--- src/rtl/art_params.svh ---
`ifndef ART_PARAMS_SVH
`define ART_PARAMS_SVH

// Register indices (word address = index * 4 on the plain port)
`define ART_ADDR_CTRL        8'h00
`define ART_ADDR_STATUS      8'h04
`define ART_ADDR_TABLE_SEL   8'h08
`define ART_ADDR_ENTRY_DATA  8'h0C
`define ART_ADDR_APPLIED     8'h10

// Control register fields
`define ART_CTRL_EN_BIT      0
`define ART_CTRL_CNT_LSB     1
`define ART_CTRL_CNT_MSB     3

// Entry field positions
`define ART_ENT_WINDOW_BIT   15
`define ART_ENT_IIR_BIT      9
`define ART_ENT_GAIN_MSB     8
`define ART_ENT_GAIN_LSB     7
`define ART_ENT_THR_MSB      6
`define ART_ENT_THR_LSB      0

// Reset values
`define ART_CNT_RESET        3'h5
`define ART_GAIN_RESET       2'h2
`define ART_THR_RESET        7'h00

// Table shape
`define ART_ENTRIES_PER_SET  5
`define ART_NUM_SETS         8

`endif

--- src/rtl/art_pkg.sv ---
package art_pkg;

	typedef struct packed {
		logic       iir_enable;
		logic [1:0] matched_filter_gain;
		logic [6:0] signal_detect_threshold_override;
	} art_settings_t;

	typedef enum logic [2:0] {
		ART_IDLE  = 3'b001,
		ART_FETCH = 3'b010,
		ART_APPLY = 3'b100
	} art_state_t;

endpackage

--- src/rtl/art_lookup.sv ---
// Notes on behaviour
// Five 16-bit entries are held per protocol/rate set; lookup inputs are range index and set.
// The entry picked is the one whose position equals the supply range index; the code clamps an index at or above the range count to the last range.
// Entry bit 15 clear applies settings always; set applies them only in the frame-delay window.
// For entry 0, bit 15 set also applies settings when the power loop changes the supply.
// Bits 14 to 10 of each entry are ignored; writers leave them zero.
// Bit 9 drives the receiver IIR filter enable.
// Bits 8 to 7 are written as matched-filter gain into the rx technology settings.
// Bits 6 to 0 are written as signal-detect threshold override into the signal strength reg.
// Settings take effect as soon as tuning is enabled, with no further trigger.
// Type A with tuning off needs a threshold above 0x50 at gain 2; a writer duty.
// Type A with tuning on and bit 15 clear needs the same threshold; a writer duty.
// A supply change from the power loop reruns the lookup and reloads the settings; a change arriving in the ART_APPLY cycle is dropped.
// The supply range index takes values 0 to 4.
// The number of ranges in use, at most five, comes from a 3-bit configuration field.
// Applied settings hold until the next lookup; disabling tuning drops the override but keeps them.
`timescale 1ns/1ns
`default_nettype none
`include "art_params.svh"

module art_lookup #(
	parameter int NUM_SETS = `ART_NUM_SETS
) (
	input  wire logic                  clk,
	input  wire logic                  rst_n,
	input  wire logic [7:0]            addr,
	input  wire logic [31:0]           wdata,
	input  wire logic                  wr,
	input  wire logic                  rd,
	output logic      [31:0]           rdata,
	input  wire logic [2:0]            supply_range_index,
	input  wire logic [2:0]            protocol_rate_sel,
	input  wire logic                  supply_changed,
	input  wire logic                  frame_delay_window,
	output logic                       rx_settings_write,
	output art_pkg::art_settings_t     rx_settings,
	output logic                       rx_override_active
);

	localparam int DEPTH = NUM_SETS * `ART_ENTRIES_PER_SET;
	localparam int AW    = $clog2(DEPTH);

	// ***************************************
	// Register port
	// ***************************************
	logic                   tuning_en_reg, tuning_en_next;
	logic [2:0]             range_cnt_reg, range_cnt_next;
	logic [AW-1:0]          sel_reg, sel_next;
	logic [31:0]            rdata_reg, rdata_next;
	logic                   tbl_wr;
	logic [15:0]            mem_rd;
	logic [AW-1:0]          mem_ra;

	assign tbl_wr = wr && (addr == `ART_ADDR_ENTRY_DATA);

	// ***************************************
	// Lookup engine
	// ***************************************
	art_pkg::art_state_t    st_reg, st_next;
	logic [15:0]            entry_reg, entry_next;
	logic [2:0]             idx_reg, idx_next;
	logic                   valid_reg, valid_next;
	logic                   en_d_reg;
	art_pkg::art_settings_t set_reg, set_next;
	logic                   act_reg, act_next;
	logic                   wstb_reg, wstb_next;
	logic                   chg_hold_reg, chg_hold_next;
	logic                   pend_reg, pend_next;

	function automatic logic [2:0] clamp_index(input logic [2:0] idx, input logic [2:0] cnt);
		logic [2:0] lim;
		lim = (cnt == 3'h0 || cnt > 3'h5) ? 3'h5 : cnt;
		clamp_index = (idx >= lim) ? lim - 3'h1 : idx;
	endfunction

	function automatic logic [AW-1:0] entry_addr(input logic [2:0] set, input logic [2:0] idx);
		logic [31:0] a;
		a = 32'(set) * `ART_ENTRIES_PER_SET + 32'(idx);
		entry_addr = a[AW-1:0];
	endfunction

	assign mem_ra = entry_addr(protocol_rate_sel,
		clamp_index(supply_range_index, range_cnt_reg));

	art_table_mem #(
		.DEPTH (DEPTH),
		.AW    (AW),
		.DW    (16)
	) u_mem (
		.clk     (clk),
		.rst_n   (rst_n),
		.wr_en   (tbl_wr),
		.wr_addr (sel_reg),
		.wr_data (wdata[15:0]),
		.rd_addr (mem_ra),
		.rd_data (mem_rd)
	);

	always_comb begin
		tuning_en_next = tuning_en_reg;
		range_cnt_next = range_cnt_reg;
		sel_next       = sel_reg;
		rdata_next     = 32'h0;
		if (wr) begin
			case (addr)
				`ART_ADDR_CTRL: begin
					tuning_en_next = wdata[`ART_CTRL_EN_BIT];
					range_cnt_next = wdata[`ART_CTRL_CNT_MSB:`ART_CTRL_CNT_LSB];
				end
				`ART_ADDR_TABLE_SEL: begin
					sel_next = wdata[AW-1:0];
				end
				`ART_ADDR_ENTRY_DATA: begin
					sel_next = (32'(sel_reg) + 32'h1 >= DEPTH) ? '0 : sel_reg + AW'(1);
				end
				default: begin
				end
			endcase
		end
		if (rd) begin
			case (addr)
				`ART_ADDR_CTRL:      rdata_next = {28'h0, range_cnt_reg, tuning_en_reg};
				`ART_ADDR_STATUS:    rdata_next = {26'h0, act_reg, valid_reg, 1'b0, idx_reg};
				`ART_ADDR_TABLE_SEL: rdata_next = 32'(sel_reg);
				`ART_ADDR_ENTRY_DATA: rdata_next = {16'h0, entry_reg};
				`ART_ADDR_APPLIED:   rdata_next = {22'h0, set_reg};
				default:             rdata_next = 32'h0;
			endcase
		end
	end

	always_ff @(posedge clk or negedge rst_n) begin
		if (!rst_n) begin
			tuning_en_reg <= 1'b0;
			range_cnt_reg <= `ART_CNT_RESET;
			sel_reg       <= '0;
			rdata_reg     <= 32'h0;
		end else begin
			tuning_en_reg <= tuning_en_next;
			range_cnt_reg <= range_cnt_next;
			sel_reg       <= sel_next;
			rdata_reg     <= rdata_next;
		end
	end

	// Lookup start: enable rise, supply change, or table write while enabled
	logic start;
	assign start = tuning_en_reg && (!en_d_reg || supply_changed || pend_reg);

	always_comb begin
		st_next       = st_reg;
		entry_next    = entry_reg;
		idx_next      = idx_reg;
		valid_next    = valid_reg;
		set_next      = set_reg;
		act_next      = act_reg;
		wstb_next     = 1'b0;
		chg_hold_next = chg_hold_reg;
		pend_next     = pend_reg || tbl_wr;
		case (st_reg)
			art_pkg::ART_IDLE: begin
				if (start) begin
					pend_next = tbl_wr;
					st_next   = art_pkg::ART_FETCH;
				end
			end
			art_pkg::ART_FETCH: begin
				// Memory read data is registered: one cycle of latency
				idx_next = clamp_index(supply_range_index, range_cnt_reg);
				st_next  = art_pkg::ART_APPLY;
			end
			art_pkg::ART_APPLY: begin
				entry_next = mem_rd & 16'h83FF;
				valid_next = 1'b1;
				set_next.iir_enable = mem_rd[`ART_ENT_IIR_BIT];
				set_next.matched_filter_gain =
					mem_rd[`ART_ENT_GAIN_MSB:`ART_ENT_GAIN_LSB];
				set_next.signal_detect_threshold_override =
					mem_rd[`ART_ENT_THR_MSB:`ART_ENT_THR_LSB];
				wstb_next = 1'b1;
				st_next   = art_pkg::ART_IDLE;
			end
			default: begin
				st_next = art_pkg::ART_IDLE;
			end
		endcase
		if (valid_reg && !entry_reg[`ART_ENT_WINDOW_BIT]) begin
			act_next = 1'b1;
		end else if (valid_reg) begin
			act_next = frame_delay_window
				|| (idx_reg == 3'h0 && (supply_changed || chg_hold_reg));
		end
		if (act_reg && !act_next) begin
			chg_hold_next = 1'b0;
		end
		// New supply change wins over the drop clear
		if (supply_changed) begin
			chg_hold_next = 1'b1;
		end
		if (!tuning_en_reg) begin
			valid_next    = 1'b0;
			act_next      = 1'b0;
			wstb_next     = 1'b0;
			chg_hold_next = 1'b0;
			st_next       = art_pkg::ART_IDLE;
			pend_next     = 1'b0;
		end
	end

	always_ff @(posedge clk or negedge rst_n) begin
		if (!rst_n) begin
			st_reg       <= art_pkg::ART_IDLE;
			entry_reg    <= 16'h0;
			idx_reg      <= 3'h0;
			valid_reg    <= 1'b0;
			en_d_reg     <= 1'b0;
			set_reg      <= '{1'b0, `ART_GAIN_RESET, `ART_THR_RESET};
			act_reg      <= 1'b0;
			wstb_reg     <= 1'b0;
			chg_hold_reg <= 1'b0;
			pend_reg     <= 1'b0;
		end else begin
			st_reg       <= st_next;
			entry_reg    <= entry_next;
			idx_reg      <= idx_next;
			valid_reg    <= valid_next;
			en_d_reg     <= tuning_en_reg;
			set_reg      <= set_next;
			act_reg      <= act_next;
			wstb_reg     <= wstb_next;
			chg_hold_reg <= chg_hold_next;
			pend_reg     <= pend_next;
		end
	end

	assign rdata              = rdata_reg;
	assign rx_settings        = set_reg;
	assign rx_settings_write  = wstb_reg;
	assign rx_override_active = act_reg;

endmodule

`default_nettype wire

--- src/rtl/art_table_mem.sv ---
`timescale 1ns/1ns
`default_nettype none

module art_table_mem #(
	parameter int DEPTH = 40,
	parameter int AW    = 6,
	parameter int DW    = 16
) (
	input  wire logic          clk,
	input  wire logic          rst_n,
	input  wire logic          wr_en,
	input  wire logic [AW-1:0] wr_addr,
	input  wire logic [DW-1:0] wr_data,
	input  wire logic [AW-1:0] rd_addr,
	output logic      [DW-1:0] rd_data
);

	logic [DW-1:0] mem_reg [DEPTH];
	logic [DW-1:0] rd_data_reg;

	always_ff @(posedge clk) begin
		if (wr_en) begin
			mem_reg[wr_addr] <= wr_data;
		end
	end

	always_ff @(posedge clk or negedge rst_n) begin
		if (!rst_n) begin
			rd_data_reg <= '0;
		end else begin
			rd_data_reg <= mem_reg[rd_addr];
		end
	end

	assign rd_data = rd_data_reg;

endmodule

`default_nettype wire

--- config.mk ---
export PLATFORM = sky130hd
export DESIGN_NAME = art_lookup
export DESIGN_NICKNAME = d
export VERILOG_FILES = /design/src/rtl/art_pkg.sv /design/src/rtl/art_lookup.sv /design/src/rtl/art_table_mem.sv
export VERILOG_INCLUDE_DIRS = /design/src /design/src/rtl
export SDC_FILE = /design/constraint.sdc
export NUM_CORES = 1
export LEC_CHECK = 0
export ABC_AREA = 0
export BUFFER_PORTS_ARGS = -buffer_cell sky130_fd_sc_hd__clkbuf_2
export CAP_MARGIN = 25
export CORE_AREA = 5 5 327 169
export DETAILED_ROUTE_END_ITERATION = 8
export DIE_AREA = 0 0 332 174
export SYNTH_ARGS = -nofsm -noshare
export SYNTH_HDL_FRONTEND = slang
export SYNTH_SLANG_ARGS = --single-unit
export TNS_END_PERCENT = 5
--- constraint.sdc ---
create_clock -name clk -period 11.6 [get_ports clk]
set_clock_uncertainty 0.15 [all_clocks]
set_input_delay 1.16 -clock clk [delete_from_list [all_inputs] [get_ports clk]]
set_output_delay 1.16 -clock clk [all_outputs]
set_load 0.005 [all_outputs]
# Yosys cells after proc, flatten, opt, wreduce, memory -nomap -nowiden
# Memory sizes are Yosys's and may differ from the RTL's. A register that Yosys moved wholly into a read port is not among the register bits.
# Cells that the tools add are included.
totals:
  regBits: 75
  ram_bits: 640
  memories: 1
  elab_cells: 80
  in_bits: 52
classes:
  mux: 24
  n_reduce_logical: 21
  mul: 1
  eq_ne: 10
  add_sub_neg: 4
  magnitude_cmp: 3
mem_list:
  columns: ["name", "words", "width", "rd", "rd_clocked_by_memory_dff", "write_ports", "line_no", "text"]
  rows:
  - ["u_mem.mem_reg", 40, 16, 1, 1, 1, "art_table_mem.sv:18", "logic [DW-1:0] mem_reg [DEPTH];"]
op_table:
  columns: ["cell", "count"]
  rows:
  - ["$pmux 16 s5", 1]
  - ["$eq 8x4->1 const B", 2]
  - ["$mux 16", 1]
  - ["$mux 1", 15]
  - ["$mux 3", 4]
  - ["$pmux 6 s2", 1]
  - ["$eq 8x3->1 const B", 1]
  - ["$eq 8x5->1 const B", 1]
  - ["$logic_not 8->1", 1]
  - ["$add 6x1->7 const B", 1]
  - ["$ge 7x6->1 const B", 1]
  - ["$add 6x1->6 const B", 1]
  - ["$add 6x3->6", 1]
  - ["$logic_not 3->1", 2]
  - ["$logic_or 1x1->1", 6]
  - ["$mul 3x3->6 const B", 1]
  - ["$mux 6", 1]
  - ["$pmux 3 s2", 1]
  - ["$logic_and 1x1->1", 5]
  - ["$logic_not 1->1", 4]
  - ["$reduce_and 2->1", 2]
  - ["$eq 3x1->1 const B", 1]
  - ["$eq 3x2->1 const B", 1]
  - ["$eq 3x3->1 const B", 1]
  - ["other kinds (7)", 7]

# Longest topological paths before layout
# Gate-level depths: netlist of the first run.
depth:
  depth_word: 10
  mapped_depth: 19
  depth_no_buf: 17

# By module
# Synthesis of the first run repeated with hierarchy kept, for this count alone.
hier_totals:
  hier_cells: 1589
  hier_area_um2: 28399.7
by_module_without_submodules:
  columns: ["mod", "n_inst", "cells_each", "area_each_um2", "seq_area_each_um2"]
  rows:
  - ["art_table_mem", 1, 1318, 25698.4, 19618.8]
  - ["art_lookup", 1, 271, 2701.3, 1131.1]

# Worst setup path before layout of the first run
# OpenSTA, ideal clock, no wires.
synth_timing:
  kind: "input port to flip-flop"
  start: "input port supply_range_index[0]"
  end: "register u_mem.rd_data_reg[15], in the netlist u_mem.rd_data[15], read port of u_mem.mem_reg"
  path_stages: 15
  arrival_time_ns: 4.406
  setup_time_ns: 0.124
  slack_ns: 6.920
  path_buffers: 2
  path_cell_list: "inv_1 ha_1 nand2b_1 a21o_1 a21o_1 mux2_2 ha_1 inv_1 fa_1 clkbuf_1 clkbuf_1 mux4_2 mux2i_1 nor2_1 a211o_1"
synth_between:
  elab_chain_len: 3
synth_rtl:
  columns: ["element", "line_no", "text"]
  rows:
  - ["start: declaration", "art_lookup.sv:31", "input wire logic [2:0] supply_range_index,"]
  - ["$ge 3x3->1", "art_lookup.sv:73", "clamp_index = (idx >= lim) ? lim - 3'h1 : idx;"]
  - ["$mux 3 (*)", "art_lookup.sv:73", null]
  - ["$add 6x3->6 (*)", "art_lookup.sv:78", "a = 32'(set) * `ART_ENTRIES_PER_SET + 32'(idx);"]
  - ["end: declaration", "art_table_mem.sv:19", "logic [DW-1:0] rd_data_reg;"]
# Mark *: on every way between the ends. The rest lies on a longest branch, timed or not.
# A chain may end at the register's enable or synchronous reset.

# Final worst setup path of the first run
layout_timing:
  start: "register range_cnt_reg[2]"
  end: "register u_mem.rd_data_reg[1], in the netlist u_mem.rd_data[1], read port of u_mem.mem_reg"
layout_between:
  elab_chain_len: 6
  elab_cells_between_ends: 8
  cone_classes: "add/sub (2); order compare (2); mux (2); reduce/logical (2)"
layout_rtl:
  columns: ["element", "line_no", "text"]
  rows:
  - ["start: declaration", "art_lookup.sv:47", "logic [2:0] range_cnt_reg, range_cnt_next;"]
  - ["start signal: assignment", "art_lookup.sv:135", "range_cnt_reg <= `ART_CNT_RESET;"]
  - ["start signal: assignment", "art_lookup.sv:140", "range_cnt_reg <= range_cnt_next;"]
  - ["$gt 3x3->1 or $logic_not 3->1 (tied branches)", "art_lookup.sv:72", "lim = (cnt == 3'h0 || cnt > 3'h5) ? 3'h5 : cnt;"]
  - ["$logic_or 1x1->1", "art_lookup.sv:72", null]
  - ["$mux 3 (*)", "art_lookup.sv:72", null]
  - ["$sub 3x1->3 or $ge 3x3->1 (tied branches)", "art_lookup.sv:73", null]
  - ["$mux 3 (*)", "art_lookup.sv:73", null]
  - ["$add 6x3->6 (*)", "art_lookup.sv:78", null]
# Marks and branches as above.

==> results of run 1 <==
final timing paths:
check	cells past startpoint	slack [ps]	endpoint	startpoint
setup / recovery	15	5940	u_mem.rd_data[1]$_DFF_PN0_	range_cnt_reg[2]$_DFFE_PN1P_
hold / removal	1	330	rx_settings[4]$_DFFE_PN0N_	u_mem.rd_data[4]$_DFF_PN0_
setup reg to reg	15	5940	u_mem.rd_data[1]$_DFF_PN0_	range_cnt_reg[2]$_DFFE_PN1P_
hold reg to reg	1	330	rx_settings[4]$_DFFE_PN0N_	u_mem.rd_data[4]$_DFF_PN0_
max in group asynchronous	2	10220	sel_reg[4]$_DFFE_PN0P_	rst_n
min in group asynchronous	2	610	idx_reg[0]$_DFFE_PN0N_	rst_n
kinds of logic (layout without fill, tap and decap cells):
| group | Yosys count | in the layout |
|---|---|---|
| muxes | 161 | 161 |
| DFF | 496 | 496 |
| xor gates and xnor gates | 4 | 4 |
| AOI/OAI and AO/OA | 126 | 126 |
| buffers and inverters | 92 | 192 |
| other | 1 | 21 |
| and+or+nand+nor | 179 | 179 |
| adders and majority gates | 15 | 15 |
cell usage in the layout, fill, tap and decap left out, drive strengths merged, types with 16 or more instances in the layout:
cell type	synthesis	routed
buf	56	58
nand2	27	27
clkbuf	24	107
mux2	19	19
mux2i	47	47
nor2	76	76
a22oi	35	35
edfxtp	440	440
mux4	95	95
nor3	16	16
dfrtp	52	52
conb	1	21
a21oi	17	17
critical path: stages, from the launching register on:
cell and delay, ps:
dfstp_2 620, nand2b_1 70, a21oi_1 210, inv_1 80, ha_1 270, nand2b_1 140
a21o_1 190, a21o_1 220, a21oi_1 240, ha_1 300, ha_4 750, buf_4 780
mux4_2 420, a22oi_1 630, a32oi_1 210, o21a_1 150
metal layers:
metal | routed length (um) | share of wire
met1 | 22750 | 0.47
met2 | 18820 | 0.39
met3 | 6430 | 0.13
met4 | 389 | 0.0080
met5 | 0 | 0
final cells by class:
class / instances / area (sq um) / share of cell area
Clock buffer: 54 / 1079 / 0.04779
Inverter: 12 / 45.04 / 0.001996
Sequential cell: 496 / 14620 / 0.6477
Timing Repair Buffer: 111 / 804.5 / 0.03565
Multi-Input combinational cell: 506 / 4937 / 0.2188
Tap cell: 713 / 892.1 / 0.03953
Clock inverter: 15 / 192.7 / 0.008538
power groups by stage:
stage	Sequential, mW	Clock, mW	Combinational (mW)
after floorplan	2.01	0	0.392
after global placement	2.02	0	0.622
after detailed placement	2.02	0	0.632
after CTS	1.98	1.40	0.634
after global routing	1.98	1.48	0.685
final	1.98	1.38	0.646
through the flow:
step / instance area (sq um) / setup WS [ps] / hold WS [ps]
floorplan: 20060 / 6920 / 288.7
global route: 22570 / 5645 / 361.9
detailed placement: 21220 / 5617 / 316.4
finish: 22570 / 5944 / 328.5
CTS: 22490 / 5972 / 330.4
global placement: 21000 / 5603 / 319.6
==> impl_results.rst, run 1 <==
.. list-table::
   :header-rows: 1

   * - Metric
     - Value
   * - DRC violation count after routing
     - 0
   * - Syn avg cell area
     - ~19 sq um
   * - Fin util
     - 0.4301
   * - Final hold violation count
     - 0
   * - Result of the run
     - completed
   * - Maximum net fanout on the critical path
     - 57
   * - Setup bufs post-CTS
     - 0
   * - Worst min path class
     - reg -> reg
   * - Sw power
     - roughly 1.0 mW
   * - Dpl cells
     - roughly 1800
   * - Required @ worst endpoint
     - between 10000 and 15000 ps
   * - Transition time at the pin with the least slew margin
     - between 1000 and 1500 ps
   * - Via count of the routed design
     - around 11000
   * - Clock tree from TritonCTS
     - built
   * - Total global routing track utilization
     - 0.1638
   * - Initial antenna violation count
     - 0
   * - Number of flops mapped to enable cells by yosys
     - between 400 and 500
   * - Largest net degree at the start of global routing
     - between 100 and 150
   * - Wire length of the first global-routing pass
     - between 70000 and 80000 um
   * - Number of nets with antenna violations after routing
     - 0
   * - Via density per instance
     - ~5.5
   * - Floorplan die height
     - 174 um
   * - Wirelength per Cell
     - 25.38 um
   * - Number of violations of the max-capacitance limit
     - 0
   * - Largest family of logic cells by synthesized area
     - multiplexers
   * - First-pass iteration count of the detailed router
     - 5
   * - Kind of critical path
     - reg -> reg
   * - Floorplan die width
     - between 300 and 400 um
   * - Ratio of cells with drive above 1 in the final layout
     - 0.2337
   * - PostCTS Resize Cnt
     - 0
   * - Fraction of synthesized cell area taken by the top area cell type
     - 0.6610
   * - Max IR drop VDD
     - 0.1096 mV
   * - Part of the power in the clock network
     - 0.344
   * - Combinational Power Share
     - 0.161
   * - Cell with the most instances after synthesis
     - edfxtp_1
   * - Routed WL
     - slightly below 50000 um
   * - Ys async rst share
     - 0.1129
   * - Signed area change from the synthesized netlist to the final layout
     - 12.91%
   * - Clock buffers created by TritonCTS
     - 41
   * - Finish-stage setup viols
     - 0
   * - Unrepaired setup endpoints after global routing
     - false
   * - Clock latency at the later pin of the worst-skew pair
     - 550 ps
   * - Prevailing post-synth register cell
     - edfxtp_1
   * - Total power divided by cell area
     - between 150 and 200 mW/mm^2
   * - Final Total Pwr
     - 3.999 mW
   * - Global-route met2 utilization
     - 0.2075
   * - Crit path capture type
     - flop
   * - Post-route insts no fill
     - ~1900
   * - Via count of the first global-routing pass
     - approximately 10000
   * - Leakage
     - around 7.6 nW
   * - Post-synthesis compound-gate area fraction
     - 0.04563
   * - Top cells by area, synth
     - edfxtp_1 (66%), mux4_2 (10%), dfrtp_1 (6.5%)
   * - Site Rows
     - 60
   * - Hold_buf cts
     - 0
   * - Post-route minimum period
     - ~5700 ps
   * - Net switching share of the total power
     - 0.2580
   * - Slew headroom
     - 0.2583
   * - Maximum buffer depth of the clock tree
     - 3
   * - Maximum operating frequency
     - ~180 MHz
   * - Antenna cells
     - 0
   * - Total standard cell area after synthesis
     - between 0.015 and 0.02 sq mm
   * - Synth cell count leaders
     - edfxtp_1 (440), mux4_2 (89), nor2_1 (76), dfrtp_1 (52), mux2i_1 (47)
   * - Number of input and output port buffers inserted
     - 53
   * - Routability congestion estimate from global placement
     - about 0.84
   * - # IOs
     - 96
   * - Tcrit/Tclk final
     - 0.4876
   * - Fill cell count
     - between 4000 and 5000
   * - Met1 track demand over resource in global routing
     - 0.2629
   * - Number of levels the H-tree was split into
     - 2
   * - Clock root buffer
     - clkbuf_16
   * - Starting density of the core
     - 0.3809
   * - Floorplan die area
     - roughly 0.058 sq mm
   * - Part of the total power dissipated in sequential elements
     - 0.495
   * - Multiplexer fraction of the synthesized cell area
     - 0.1424
   * - Final setup TNS
     - 0 ps
   * - Synthesis-stage register bit count
     - between 400 and 500
   * - Hpwl dp
     - 31270 um
   * - Synth Instances
     - ~1100
   * - Crit path DAT
     - a little under 6000 ps
   * - Number of flip-flops in the largest register
     - 440
   * - Number of slew-limit violations in the final report
     - 0
   * - Global routing met3 resource utilization
     - 0.07265
   * - Number of warnings reported in the yosys synthesis log
     - 0
   * - Initial DRC Count
     - 1398
   * - Synth Area in XOR/XNOR
     - 0.001753
   * - Post-synth cell types
     - 55
   * - Clock net sink count
     - 496
   * - Area inside the core boundary
     - 0.05248 sq mm
   * - Internal Pwr Total
     - a little under 3 mW
   * - Congestion Overflow GR
     - 0
   * - Register area share after synthesis
     - 0.7314
   * - Startpoint type of the worst setup path
     - flop
   * - Largest area contributor in the synthesized netlist
     - edfxtp_1
   * - Fraction of the mapped netlist area in adder cells
     - 0.009765
   * - Post-synthesis simple-gate area fraction
     - 0.04200
   * - Clock transition at path regs
     - approximately 60 ps
   * - Nets
     - between 1000 and 1500
   * - Most used routing layer in global routing
     - met1
No activity file was read; power rests on OpenSTA's default activity.
==> run 2, diff against run 1 <==
==> constraint.sdc (replaced) <==
create_clock -name clk -period 5.3 [get_ports clk]
set_clock_uncertainty 0.15 [all_clocks]
set_input_delay 0.53 -clock clk [delete_from_list [all_inputs] [get_ports clk]]
set_output_delay 0.53 -clock clk [all_outputs]
set_load 0.005 [all_outputs]
==> impl_results.rst, run 2 (synthesis results as in run 1) <==
.. list-table::
   :header-rows: 1

   * - Metric
     - Value
   * - Result of the run
     - completed
   * - Unrepaired setup endpoints after global routing
     - false
   * - Setup bufs post-CTS
     - 0 (unchanged)
   * - Crit path DAT
     - 5410 ps (-520 ps)
   * - Startpoint type of the worst setup path
     - flop
   * - Footprint of the flip-flops and latches
     - 0.01462 sq mm (unchanged)
   * - Routability congestion estimate from global placement
     - 0.8796 (+4.8%)
   * - First-pass iteration count of the detailed router
     - 5 (unchanged)
   * - Transition time at the pin with the least slew margin
     - 998.7 ps (-113.9 ps)
   * - Initial DRC Count
     - 1403 (+0.36%)
   * - Sw power
     - 2.304 mW (+120%)
   * - Area inside the core boundary
     - 0.05248 sq mm (unchanged)
   * - Finish-stage setup viols
     - 0 (unchanged)
   * - Maximum net fanout on the critical path
     - 21 (-63%)
   * - Clock tree from TritonCTS
     - built
   * - Wire length of the first global-routing pass
     - 72440 um (+3.0%)
   * - Clock root buffer
     - clkbuf_16
   * - Post-route minimum period
     - 5103 ps (-552.6 ps)
   * - Total power divided by cell area
     - 384.8 mW/mm^2 (+120%)
   * - Tcrit/Tclk final
     - 0.9629 (+0.4753)
   * - Post-route insts no fill
     - 1941 (+1.8%)
   * - Hold Path Stages
     - 3 (+2)
   * - Number of input and output port buffers inserted
     - 53 (unchanged)
   * - Final hold violation count
     - 0 (unchanged)
   * - Ratio of cells with drive above 1 in the final layout
     - 0.2584 (+0.02469)
   * - Most common cell after layout, fill and taps aside
     - edfxtp_1
   * - Number of violations of the max-capacitance limit
     - 0 (unchanged)
   * - Congestion Overflow GR
     - 0 (unchanged)
   * - Dpl cells
     - 1861 (+1.5%)
   * - Nets
     - 1265 (+2.4%)
   * - Routed WL
     - 49660 um (+2.6%)
   * - Via count of the first global-routing pass
     - 10428 (+2.5%)
   * - Fin util
     - 0.4365 (+0.006390)
   * - Part of the total power dissipated in sequential elements
     - 0.492 (-0.003)
   * - Maximum operating frequency
     - 196.0 MHz (+11%)
   * - Wirelength per Cell
     - 25.58 um (+0.82%)
   * - Worst min path class
     - in -> reg
   * - Most frequent cells in the layout
     - edfxtp_1 (440), mux4_2 (89), nor2_1 (74)
   * - Clock transition at path regs
     - 70 ps (about the same)
   * - Number of nets with antenna violations after routing
     - 0 (unchanged)
   * - Clock latency at the later pin of the worst-skew pair
     - 570 ps (+20 ps)
   * - # IOs
     - 96 (unchanged)
   * - Initial antenna violation count
     - 1 (+1)
   * - Kind of critical path
     - reg -> reg
   * - Max IR drop VDD
     - 0.2695 mV (+150%)
   * - Floorplan die width
     - 332 um (unchanged)
   * - Clock buffers created by TritonCTS
     - 42 (+2.4%)
   * - Starting density of the core
     - 0.3809 (unchanged)
   * - Fill cell count
     - 4495 (-1.7%)
   * - Signed area change from the synthesized netlist to the final layout
     - 14.59%
   * - Via density per instance
     - 5.474 (-0.90%)
   * - Final setup TNS
     - 0 ps (unchanged)
   * - Number of slew-limit violations in the final report
     - 0 (unchanged)
   * - DRC violation count after routing
     - 0 (unchanged)
   * - Floorplan die height
     - 174 um (unchanged)
   * - Net switching share of the total power
     - 0.2615 (+0.003475)
   * - Leakage
     - 7.812 nW (+2.4%)
   * - Required @ worst endpoint
     - 5610 ps (-6270 ps)
   * - Number of flip-flops in the largest register
     - 440 (unchanged)
   * - Maximum buffer depth of the clock tree
     - 3 (unchanged)
   * - Largest net degree at the start of global routing
     - 57 (-46%)
   * - Internal Pwr Total
     - 6.509 mW (+120%)
   * - Area used by multi-input combinational logic
     - 0.004946 sq mm (+0.18%)
   * - Clock net sink count
     - 496 (unchanged)
   * - Combinational Power Share
     - 0.169 (+0.008)
   * - Hpwl dp
     - 33780 um (+8.0%)
   * - Site Rows
     - 60 (unchanged)
   * - Total global routing track utilization
     - 0.1699 (+0.006031)
   * - Slew headroom
     - 0.3342 (+0.07594)
   * - Reg2Reg Depth
     - 17 (+2)
   * - Part of the power in the clock network
     - 0.339 (-0.005)
   * - Number of levels the H-tree was split into
     - 2 (unchanged)
   * - Floorplan die area
     - 0.05777 sq mm (unchanged)
   * - Crit path capture type
     - flop
   * - Via count of the routed design
     - 10626 (+0.86%)
==> run 2: cell types whose count changed in the layout (fill, tap and decap cells not counted), moves of 3 or more <==
cell	before	now
buf_12	5	8
buf_16	0	3
buf_4	42	66
clkbuf_1	12	8
clkinv_2	4	7
==> run 2: power by group through the flow <==
stage                     sequential [mW]  combinational [mW]  clock [mW]
after global placement               4.42                1.43           0
after global routing                 4.34                1.58        3.22
after floorplan                      4.40               0.857           0
after detailed placement             4.42                1.45           0
final                                4.34                1.49        2.99
after CTS                            4.34                1.46        3.05
==> run 2: layout make-up <==
type	count	area share
Clock buffer	50	0.04720
Tap cell	713	0.03895
Timing Repair Buffer	140	0.04867
Inverter	12	0.001967
Multi-Input combinational cell	506	0.2159
Sequential cell	496	0.6383
Antenna cell	1	0.0001093
Clock inverter	23	0.008904
==> run 2: worst paths after layout <==
kind | from | endpoint | slack (ps)
max reg2reg | range_cnt_reg[2]$_DFFE_PN1P_ | u_mem.rd_data[4]$_DFF_PN0_ | 200
max in group asynchronous | rst_n | rx_settings[7]$_DFFE_PN0N_ | 4000
min in group asynchronous | rst_n | st_reg[1]$_DFFE_PN0P_ | 510
max | range_cnt_reg[2]$_DFFE_PN1P_ | u_mem.rd_data[4]$_DFF_PN0_ | 200
min | frame_delay_window | rx_override_active$_DFF_PN0_ | 70
min reg2reg | u_mem.rd_data[2]$_DFF_PN0_ | rx_settings[2]$_DFFE_PN0N_ | 320
==> run 2: metal layers <==
metal  vias up  track usage  wire (um)
met5         -            0          0
met4         0      0.02255        522
met3        57      0.06284       5954
met2       486       0.2168      19380
met1      5544       0.2783      23800
li1       4539            -          -
==> run 2: per-stage QoR <==
stage	hold WS [ps]	area (sq um)	total power [mW]	worst slack [ps]
final	68.99	22900	8.814	196.8
after floorplan	84.41	20060	5.253	1004
after CTS	47.84	22790	8.839	202.2
after global routing	89.32	22900	9.137	28.92
after detailed placement	316.6	21490	5.872	221.2
after global placement	322.7	21320	5.857	295.4
==> run 2: critical path, stage by stage, from the launching register on <==
cell and delay [ps]:
dfstp_2 630, nand2b_1 80, a21oi_1 190, inv_1 80, ha_1 260, nand2b_1 140
a21o_1 180, a21o_1 210, mux2i_1 340, ha_4 200, ha_4 130, inv_1 50
fa_1 800, buf_4 400, mux4_2 360, mux2i_1 290, nor2_1 160, a211o_1 320
==> run 2: repair_timing <==
item                                   CTS  global route
setup endpoints to repair                0             6
hold buffers                             1             0
endpoints found under the hold margin   52             0
resized for setup                        0             4
